==> config.mk <==
export PLATFORM = sky130hd
export DESIGN_NAME = simb_top
export DESIGN_NICKNAME = d
export VERILOG_FILES = /design/src/simb_pkg.sv /design/src/simb_bus_timer.sv /design/src/simb_top.sv
export SDC_FILE = /design/constraint.sdc
export NUM_CORES = 1
export LEC_CHECK = 0
export ABC_AREA = 0
export BUFFER_PORTS_ARGS = -buffer_cell sky130_fd_sc_hd__buf_2
export CAP_MARGIN = 20
export CELL_PAD_IN_SITES_DETAIL_PLACEMENT = 1
export CELL_PAD_IN_SITES_GLOBAL_PLACEMENT = 2
export CORE_ASPECT_RATIO = 1.4
export CORE_MARGIN = 8
export CORE_UTILIZATION = 36
export CTS_BUF_LIST = sky130_fd_sc_hd__clkbuf_8
export CTS_CLUSTER_SIZE = 30
export DETAILED_ROUTE_END_ITERATION = 10
export PLACE_DENSITY_LB_ADDON = 0.3
export SYNTH_ARGS = -nofsm -noshare
export SYNTH_HDL_FRONTEND = slang
export SYNTH_SLANG_ARGS = --single-unit
==> constraint.sdc <==
create_clock -name sys_clk -period 1.7 [get_ports sys_clk]
set_clock_uncertainty 0.15 [all_clocks]
set_input_delay 0.255 -clock sys_clk [delete_from_list [all_inputs] [get_ports sys_clk]]
set_output_delay 0.255 -clock sys_clk [all_outputs]
set_load 0.01 [all_outputs]
==> src/simb_pkg.sv <==
package simb_pkg;
    // register indices on the plain register port
    localparam logic [3:0] ADDR_SYS_MASK = 4'h0;
    localparam logic [3:0] ADDR_EXP_MASK = 4'h1;
    localparam logic [3:0] ADDR_RAW_STATUS = 4'h2;
    localparam logic [3:0] ADDR_SOFT_IRQ = 4'h3;
    localparam logic [3:0] ADDR_EVT_STATUS = 4'h4;
    localparam logic [3:0] ADDR_EVT_MASK = 4'h5;
    localparam logic [3:0] ADDR_BUS_STATUS = 4'h6;
    // reset values
    localparam logic [7:0] MASK_RESET = 8'h00;
    localparam logic [2:0] EVT_RESET = 3'h0;
    // event status bit positions
    localparam int EVT_BUS_ERR = 0;
    localparam int EVT_POWER_FAIL = 1;
    localparam int EVT_SOFT = 2;
    // fixed levels
    localparam logic [2:0] LVL_SOFT = 3'h1;
    localparam logic [2:0] LVL_INTERNAL = 3'h3;
    localparam logic [2:0] LVL_VEC_A = 3'h5;
    localparam logic [2:0] LVL_VEC_B = 3'h6;
    localparam logic [2:0] LVL_TOP = 3'h7;
    // bus watchdog: 16 us at 10 MHz
    localparam int CLK_PERIOD_NS = 100;
    localparam int BUS_TIMEOUT_NS = 16000;
    localparam int BUS_TIMEOUT_CYC = BUS_TIMEOUT_NS / CLK_PERIOD_NS;
    localparam logic [7:0] BUS_TIMEOUT_CNT = 8'(BUS_TIMEOUT_CYC);
    localparam logic [7:0] CNT_ZERO = 8'h00;
endpackage : simb_pkg

==> src/simb_bus_timer.sv <==
`timescale 1ns/1ps
`default_nettype none
module simb_bus_timer (
    // clock and reset
    input wire logic sys_clk,
    input wire logic resetn,
    // processor bus cycle
    input wire logic cycle_active,
    input wire logic cycle_done,
    // result
    output logic timeout_pulse,
    output logic [7:0] count
);
    logic [7:0] cnt_q;
    logic fired_q;
    logic pulse_q;

    assign count = cnt_q;
    assign timeout_pulse = pulse_q;

    // counts cycles of an open bus cycle, fires once at the limit
    always_ff @(posedge sys_clk or negedge resetn) begin
        if (!resetn) begin
            cnt_q <= simb_pkg::CNT_ZERO;
            fired_q <= 1'b0;
            pulse_q <= 1'b0;
        end else if (!cycle_active || cycle_done) begin
            cnt_q <= simb_pkg::CNT_ZERO;
            fired_q <= 1'b0;
            pulse_q <= 1'b0;
        end else begin
            pulse_q <= 1'b0;
            if (!fired_q) begin
                if (cnt_q == simb_pkg::BUS_TIMEOUT_CNT - 8'h01) begin
                    pulse_q <= 1'b1;
                    fired_q <= 1'b1;
                end else begin
                    cnt_q <= cnt_q + 8'h01;
                end
            end
        end
    end
endmodule : simb_bus_timer
`default_nettype wire

==> src/simb_top.sv <==
// Overview of operation
// - two writable masks gate all requests
// - masked requests never reach processor
// - reset clears both masks to zero
// - readable status latches seven request levels
// - status shows raw lines before masking
// - register write raises level 1 autovector
// - only levels 5,6 acknowledge externally
// - internal levels 1,3 always autovectored
// - power-fail line raises level 7
// - level 7 only power-fail or card
// - bus error after 16 us unterminated
// - peripheral unit interrupts pass the masks
`timescale 1ns/1ps
`default_nettype none
module simb_top (
    // clock and reset
    input wire logic sys_clk,
    input wire logic resetn,
    // register port
    input wire logic [3:0] reg_addr,
    input wire logic [7:0] reg_wdata,
    input wire logic reg_wr,
    input wire logic reg_rd,
    output logic [7:0] reg_rdata,
    // request sources, board and card bit n is level n (bit 0 unused, board bit 7 ignored)
    input wire logic [7:0] board_irq,
    input wire logic [1:0] periph_unit_irq,
    input wire logic [7:0] card_irq,
    input wire logic power_fail,
    // processor interrupt interface
    output logic [2:0] cpu_ipl,
    input wire logic iack_cycle,
    input wire logic [2:0] iack_level,
    output logic iack5_out,
    output logic iack6_out,
    output logic autovector,
    // processor bus cycle
    input wire logic cycle_active,
    input wire logic cycle_done,
    output logic bus_error,
    // event interrupt
    output logic evt_irq
);
    logic [7:0] sys_mask_q;
    logic [7:0] exp_mask_q;
    logic [7:0] raw_q;
    logic [7:0] raw_d;
    logic [7:0] sys_req;
    logic [7:0] gated;
    logic soft_q;
    logic [2:0] ipl_d;
    logic [2:0] ipl_q;
    logic [7:0] rdata_q;
    logic [2:0] evt_q;
    logic [2:0] evt_mask_q;
    logic [2:0] evt_set;
    logic evt_irq_q;
    logic buserr_q;
    logic iack5_q;
    logic iack6_q;
    logic autovec_q;
    logic pf_q;
    logic tmo_pulse;
    logic [7:0] tmo_count;

    // main-board requests: peripheral units sit on levels 6 and 3 inputs,
    // software interrupt on level 1; level 7 only from power fail or cards
    always_comb begin
        sys_req = board_irq;
        sys_req[0] = 1'b0;
        sys_req[simb_pkg::LVL_TOP] = power_fail;
        sys_req[simb_pkg::LVL_VEC_B] = board_irq[simb_pkg::LVL_VEC_B] | periph_unit_irq[0];
        sys_req[simb_pkg::LVL_INTERNAL] = board_irq[simb_pkg::LVL_INTERNAL] | periph_unit_irq[1];
        sys_req[simb_pkg::LVL_SOFT] = board_irq[simb_pkg::LVL_SOFT] | soft_q;
    end

    // raw state of each level from any source, before masking
    always_comb begin
        raw_d = sys_req | card_irq;
        raw_d[0] = 1'b0;
    end

    always_ff @(posedge sys_clk or negedge resetn) begin
        if (!resetn) begin
            raw_q <= simb_pkg::MASK_RESET;
        end else begin
            raw_q <= raw_d;
        end
    end

    // per-level gating through both masks
    genvar g;
    generate
        for (g = 0; g < 8; g++) begin : g_gate
            assign gated[g] = (sys_req[g] & sys_mask_q[g]) | (card_irq[g] & exp_mask_q[g]);
        end
    endgenerate

    // priority encoder, level 7 highest
    always_comb begin
        ipl_d = 3'h0;
        for (int i = 1; i < 8; i++) begin
            if (gated[i]) begin
                ipl_d = 3'(i);
            end
        end
    end

    always_ff @(posedge sys_clk or negedge resetn) begin
        if (!resetn) begin
            ipl_q <= 3'h0;
        end else begin
            ipl_q <= ipl_d;
        end
    end

    // mask registers
    always_ff @(posedge sys_clk or negedge resetn) begin
        if (!resetn) begin
            sys_mask_q <= simb_pkg::MASK_RESET;
            exp_mask_q <= simb_pkg::MASK_RESET;
        end else if (reg_wr && reg_addr == simb_pkg::ADDR_SYS_MASK) begin
            sys_mask_q <= reg_wdata;
        end else if (reg_wr && reg_addr == simb_pkg::ADDR_EXP_MASK) begin
            exp_mask_q <= reg_wdata;
        end
    end

    // software interrupt: set by write, dropped when its autovector ack comes
    always_ff @(posedge sys_clk or negedge resetn) begin
        if (!resetn) begin
            soft_q <= 1'b0;
        end else if (reg_wr && reg_addr == simb_pkg::ADDR_SOFT_IRQ) begin
            soft_q <= 1'b1;
        end else if (iack_cycle && iack_level == simb_pkg::LVL_SOFT) begin
            soft_q <= 1'b0;
        end
    end

    // acknowledge routing: external pins for 5 and 6 only, rest autovectored
    always_ff @(posedge sys_clk or negedge resetn) begin
        if (!resetn) begin
            iack5_q <= 1'b0;
            iack6_q <= 1'b0;
            autovec_q <= 1'b0;
        end else begin
            iack5_q <= iack_cycle && iack_level == simb_pkg::LVL_VEC_A;
            iack6_q <= iack_cycle && iack_level == simb_pkg::LVL_VEC_B;
            autovec_q <= iack_cycle && iack_level != simb_pkg::LVL_VEC_A
                && iack_level != simb_pkg::LVL_VEC_B;
        end
    end

    simb_bus_timer u_timer (
        .sys_clk(sys_clk),
        .resetn(resetn),
        .cycle_active(cycle_active),
        .cycle_done(cycle_done),
        .timeout_pulse(tmo_pulse),
        .count(tmo_count)
    );

    // bus error held until the cycle ends
    always_ff @(posedge sys_clk or negedge resetn) begin
        if (!resetn) begin
            buserr_q <= 1'b0;
        end else if (!cycle_active || cycle_done) begin
            buserr_q <= 1'b0;
        end else if (tmo_pulse) begin
            buserr_q <= 1'b1;
        end
    end

    // sticky events, set wins over write-one-to-clear
    always_ff @(posedge sys_clk or negedge resetn) begin
        if (!resetn) begin
            pf_q <= 1'b0;
        end else begin
            pf_q <= power_fail;
        end
    end

    always_comb begin
        evt_set = simb_pkg::EVT_RESET;
        evt_set[simb_pkg::EVT_BUS_ERR] = tmo_pulse;
        evt_set[simb_pkg::EVT_POWER_FAIL] = power_fail & ~pf_q;
        evt_set[simb_pkg::EVT_SOFT] = reg_wr && reg_addr == simb_pkg::ADDR_SOFT_IRQ;
    end

    always_ff @(posedge sys_clk or negedge resetn) begin
        if (!resetn) begin
            evt_q <= simb_pkg::EVT_RESET;
        end else if (reg_wr && reg_addr == simb_pkg::ADDR_EVT_STATUS) begin
            evt_q <= (evt_q & ~reg_wdata[2:0]) | evt_set;
        end else begin
            evt_q <= evt_q | evt_set;
        end
    end

    always_ff @(posedge sys_clk or negedge resetn) begin
        if (!resetn) begin
            evt_mask_q <= simb_pkg::EVT_RESET;
        end else if (reg_wr && reg_addr == simb_pkg::ADDR_EVT_MASK) begin
            evt_mask_q <= reg_wdata[2:0];
        end
    end

    always_ff @(posedge sys_clk or negedge resetn) begin
        if (!resetn) begin
            evt_irq_q <= 1'b0;
        end else begin
            evt_irq_q <= |(evt_q & evt_mask_q);
        end
    end

    // read data, valid the cycle after the strobe only
    always_ff @(posedge sys_clk or negedge resetn) begin
        if (!resetn) begin
            rdata_q <= 8'h00;
        end else if (!reg_rd) begin
            rdata_q <= 8'h00;
        end else if (reg_addr == simb_pkg::ADDR_SYS_MASK) begin
            rdata_q <= sys_mask_q;
        end else if (reg_addr == simb_pkg::ADDR_EXP_MASK) begin
            rdata_q <= exp_mask_q;
        end else if (reg_addr == simb_pkg::ADDR_RAW_STATUS) begin
            rdata_q <= raw_q;
        end else if (reg_addr == simb_pkg::ADDR_EVT_STATUS) begin
            rdata_q <= {5'h00, evt_q};
        end else if (reg_addr == simb_pkg::ADDR_EVT_MASK) begin
            rdata_q <= {5'h00, evt_mask_q};
        end else if (reg_addr == simb_pkg::ADDR_BUS_STATUS) begin
            rdata_q <= tmo_count;
        end else begin
            rdata_q <= 8'h00;
        end
    end

    assign reg_rdata = rdata_q;
    assign cpu_ipl = ipl_q;
    assign iack5_out = iack5_q;
    assign iack6_out = iack6_q;
    assign autovector = autovec_q;
    assign bus_error = buserr_q;
    assign evt_irq = evt_irq_q;
endmodule : simb_top
`default_nettype wire

# After elaboration in Yosys (flattened, before gate mapping)

Index checks and enable logic that the tools add are counted.

Output and inout bits: 16
Register bits after elaboration: 57
Input bits: 41

Bitwise logic cells: 33
Reductions and logical operators: 18
Equal/unequal tests: 14
Muxes and demuxes: 27
$add $sub $neg: 1

Operators by type and width:

| cell                  | count |
|---|---|
| $mux W8               | 10 |
| $and A1 B1 Y1         | 15 |
| $mux W3               | 5 |
| $eq A4 B3 Y1 const B  | 3 |
| $logic_and A1 B1 Y1   | 10 |
| $mux W1               | 10 |
| $or A1 B1 Y1          | 10 |
| $add A8 B1 Y8 const B | 1 |
| $eq A4 B2 Y1 const B  | 2 |
| $eq A8 B8 Y1 const B  | 1 |
| $or A8 B8 Y8          | 1 |
| $and A3 B3 Y3         | 2 |
| $eq A3 B3 Y1 const B  | 2 |
| $ne A3 B3 Y1 const B  | 2 |
| $or A3 B3 Y3          | 2 |
| $eq A4 B1 Y1 const B  | 1 |
| $logic_not A4 Y1      | 1 |
| $mux W2               | 2 |
| $ne A2 B2 Y1 const B  | 2 |
| $reduce_and A2 Y1     | 2 |
| $reduce_bool A2 Y1    | 2 |
| $eq A3 B1 Y1 const B  | 1 |
| $not A3 Y3            | 1 |
| $reduce_or A3 Y1      | 1 |
| other kinds (3)       | 4 |

# Logic depth before layout (Yosys ltp)

Depth after elaboration: 10
Mapped depth: 6

# Cells and area by module

Synthesis repeated with hierarchy kept, for this count alone.

Cell total of the unflattened synthesis: 230
Area, all modules: 2646.3 sq um

Modules (own cells, without submodules):

| module         | times used | sequential area each (sq um) | area each (sq um) | cells an instance |
|---|---|---|---|---|
| simb_top       | 1          | 1176.1                       | 2114.5            | 178 |
| simb_bus_timer | 1          | 250.2                        | 531.8             | 52 |

# Worst setup path after synthesis

OpenSTA, ideal clock, no wires.

Path kind: reg-to-reg
From: reg u_timer.cnt_q[0] (netlist: u_timer.count[0])
To: reg u_timer.cnt_q[6] (netlist: u_timer.count[6])
Setup time: 78 ps
Required time: 1472 ps
Setup slack: 184 ps
Cell stages (with the launch flop): 5
Buffers on the path: 0
Clock period less this slack: 1516 ps
Arrival time: 1288 ps
Cell sequence: dfrtp_1 -> ha_1 -> nand3_1 -> or3_1 -> a21oi_1

Word-level cells in the longest chain between the ends: 4
Elaborated cells on any way between the ends: 7
Classes of those cells: add/sub: 1; eq/ne: 2; mux: 3; reduce/logical: 1

Ends and longest elaborated chain:

| element                | RTL line             | text |
|---|---|---|
| start, declared        | simb_bus_timer.sv:14 | `logic [7:0] cnt_q;` |
| start signal, assigned | simb_bus_timer.sv:24 | `cnt_q <= simb_pkg::CNT_ZERO;` |
| start signal, assigned | simb_bus_timer.sv:28 | `cnt_q <= simb_pkg::CNT_ZERO;` |
| start signal, assigned | simb_bus_timer.sv:38 | `cnt_q <= cnt_q + 8'h01;` |
| $add A8 B1 Y8          | simb_bus_timer.sv:38 |  |
| $mux W8                | simb_bus_timer.sv:34 | `if (cnt_q == simb_pkg::BUS_TIMEOUT_CNT - 8'h01) begin` |
| $mux W8                | simb_bus_timer.sv:33 | `if (!fired_q) begin` |
| $mux W8                | simb_bus_timer.sv:27 | `end else if (!cycle_active \|\| cycle_done) begin` |

Parallel ways exist; a longest one is shown, timed or not. The select of a mux whose other input is x is not followed.
A chain may end at the register's enable or synchronous reset.

# Worst setup path after layout

From: in card_irq[2]
To: reg raw_q[2]

Word-level cells in the longest chain between the ends: 1

Ends and longest elaborated chain:

| element              | RTL line       | text |
|---|---|---|
| start, declared      | simb_top.sv:29 | `input wire logic [7:0] card_irq,` |
| $or A8 B8 Y8         | simb_top.sv:80 | `raw_d = sys_req \| card_irq;` |
| net raw_d[2]         | simb_top.sv:48 | `logic [7:0] raw_d;` |
| end signal, assigned | simb_top.sv:86 | `raw_q <= simb_pkg::MASK_RESET;` |
| end signal, assigned | simb_top.sv:88 | `raw_q <= raw_d;` |
| end, declared        | simb_top.sv:47 | `logic [7:0] raw_q;` |

The timed path passes the listed nets, and every way through them passes these cells.

==> impl_metrics.json <==
{
  "io_buffers": 53,
  "synth_cell_type_count": 55,
  "dp_hpwl_um": 5182,
  "p_per_area_nw_per_um2": 1021,
  "clk_latency_ns": 0.35,
  "post-cts-setup-buffers": 0,
  "antenna_left": 0,
  "via_per_inst": 5.038,
  "rrSetupSlack_ns": 0.14,
  "antenna_found_initial": 0,
  "gp_congestion": 0.7947,
  "grt_pass1_wl_um": 12100,
  "required_ns": 1.78,
  "root_buffer": "clkbuf_8",
  "grt_max_degree": 58,
  "yosysTopAreaCell": "dfrtp_1",
  "yosysSeqAreaShare": 0.5418,
  "cts_tree": "done",
  "rsz0062_at_grt": "false",
  "ys.flop_type": "dfrtp_1",
  "fin_crit_sh": 0.9777,
  "timing.rr.end": "u_timer.count[1]$_DFFE_PN0P_",
  "finalSetupViolCount": 0,
  "worstSetupStartpointType": "input port",
  "place_inst": 377,
  "area_delta_synth_final_pct": 35.22,
  "grt_pass1_vias": 2354,
  "detail_route.iter0.violations": 104,
  "drc_errors": 0,
  "clk_pin_slew_ns": 0.07,
  "min_period_ns": 1.662,
  "clk_path_buf_depth": 2,
  "netlist_area_um2": 2633,
  "final_util": 0.4929,
  "crit_fanout": 3,
  "leakage_nw": 1.654,
  "worstHoldEndpoint": "exp_mask_q[2]$_DFFE_PN0P_",
  "cts.repair.resized": 0,
  "die_h_um": 117.2,
  "die_w_um": 88.27,
  "synth_commonest_cells": "dfrtp_1, nand2_1, nor2_1",
  "die_area_um2": 10340,
  "hold_start": "reg_wdata[2]",
  "cts_buffers": 9,
  "num_rows": 37,
  "ys_async_sr_fraction": 1.000,
  "yosys_warnings": 0,
  "hold_viol": 0,
  "nets": 357,
  "yosysTopAreaCellShare": 0.5418,
  "critical_path_arrival_ns": 1.74,
  "hold_path_depth": 2,
  "vias": 2101,
  "fmax_ghz": 0.6016,
  "yosys-top-cells-area": "dfrtp_1, mux2_2, mux2i_1",
  "endpoint_kind": "flop",
  "path_class": "input port to flop",
  "status": "finished, final reports clean",
  "holdWs_ns": 0.02471,
  "synth_edf_count": 0,
  "initial_utilization": 0.3645,
  "ys_seq_elements": 57,
  "cts_sinks": 57,
  "drt_wl_total_um": 7308,
  "min_path_type": "input port to flop",
  "io_pins": 57,
  "avgSynthCellArea_um2": 11.91,
  "syn_inst": 221,
  "antenna_cells": 0,
  "wl_per_cell_um": 17.53,
  "grtUsageTotal": 0.1607,
  "setup_tns_ns": 0,
  "slew_headroom": 0.6786,
  "cts_hold_buf": 24,
  "first_pass_iters": 4,
  "synth_nets": 263,
  "timing.rr.start": "u_timer.count[5]$_DFFE_PN0P_",
  "drive_above_1_share": 0.3313,
  "final_max_slew_viol_count": 0,
  "ir_worst_vdd_v": 0.0005427,
  "cts_max_level": 3,
  "stdcell_count": 417,
  "core_area_um2": 7222,
  "drv_cap": 0,
  "ff2ff_path_depth": 4,
  "tightest_slew_ns": 0.4821,
  "post-synth-top-count-cell": "dfrtp_1",
  "grt_overflow": 0
}
[sequential cells by signal (all words and copies together), names as in the netlist]
register,flops
bus_error,1
cpu_ipl,3
evt_irq,1
u_timer.fired_q,1
autovector,1
evt_mask_q,3
iack6_out,1
soft_q,1
exp_mask_q,8
u_timer.count,8
evt_q,3
pf_q,1
u_timer.timeout_pulse,1
reg_rdata,8
iack5_out,1
sys_mask_q,8
raw_q,7
[stage by stage]
step / cell area, µm² / worst slack, ns / total power, W
after floorplan: 2633 / 0.1837 / 0.001935
after global placement: 3097 / 0.1284 / 0.002170
after detailed placement: 3097 / 0.1127 / 0.002188
after CTS: 3560 / 0.04874 / 0.003677
after global routing: 3560 / 0.02339 / 0.003824
final: 3560 / 0.03790 / 0.003634
[metal layers]
metal,share of wire,GRT usage
met2,0.51,0.2684
met4,0.018,0.07248
met1,0.42,0.1799
met5,0,0
met3,0.052,0.05451
[layout make-up]
class	count	area [µm²]
fillers	836	3662
flip-flops and latches	57	1426
multi-input cells	151	1135
repair buffers	91	635.6
clock buffers	11	151.4
well taps	97	121.4
clock inverters	5	71.32
inverters	5	18.77
[worst max-delay path, stage by stage]
cell,delay (ns)
dlygate4sd3_1,0.53
buf_2,0.13
or2_2,0.27
dlygate4sd3_1,0.56
[cell usage in the layout (no fill, tap or decap), types with 2 or more instances in the layout]
cell type	count
and2_1	2
or3_1	4
nand4_1	2
nand2_1	17
buf_12	2
mux2_2	12
a211o_1	2
mux2i_1	8
xor2_1	2
o2bb2ai_1	6
a21oi_1	4
dlygate4sd3_1	24
a222oi_1	2
nor2b_1	3
xnor2_1	2
clkbuf_8	11
buf_4	12
buf_2	53
a211oi_1	3
bufinv_16	2
or2_2	4
dfrtp_1	57
nor2_1	15
a22o_1	9
nand2b_1	5
nand3_1	2
nor3_1	3
inv_1	8
mux2_1	7
a31oi_1	2
nand4b_1	2
o21ai_0	9
[where the power goes]
group | leakage (nW) | switching [W] | total (W) | internal [W]
combinational | 0.823 | 0.000266 | 0.000559 | 0.000293
sequential | 0.708 | 0.000114 | 0.00164 | 0.00153
clock | 0.123 | 0.000543 | 0.00143 | 0.000890
[how the worst max path moves through the flow]
stage | start | end | slack (ns) | cells past startpoint
after floorplan | u_timer.count[0]$_DFFE_PN0P_ | u_timer.count[6]$_DFFE_PN0P_ | 0.18 | 4
after global placement | reg_addr[0] | sys_mask_q[5]$_DFFE_PN0P_ | 0.13 | 4
after detailed placement | reg_addr[1] | sys_mask_q[2]$_DFFE_PN0P_ | 0.11 | 4
after CTS | card_irq[2] | raw_q[2]$_DFF_PN0_ | 0.05 | 4
after global routing | card_irq[2] | raw_q[2]$_DFF_PN0_ | 0.02 | 4
final | card_irq[2] | raw_q[2]$_DFF_PN0_ | 0.04 | 4
[cells by family (layout without fill, tap and decap cells)]
| logic type | Yosys count | count (layout) | synth area share |
|---|---|---|---|
| AND/OR/NAND/NOR | 71 | 71 | 0.1583 |
| flip-flops | 57 | 57 | 0.5418 |
| adder cells (fa/ha/maj) | 1 | 1 | 0.004752 |
| AO/OA/AOI/OAI | 48 | 48 | 0.1431 |
| XOR/XNOR | 4 | 4 | 0.01331 |
| buffers and inverters | 13 | 112 | 0.02709 |
| multiplexers | 27 | 27 | 0.1117 |
(Power assumes the default switching activity.)
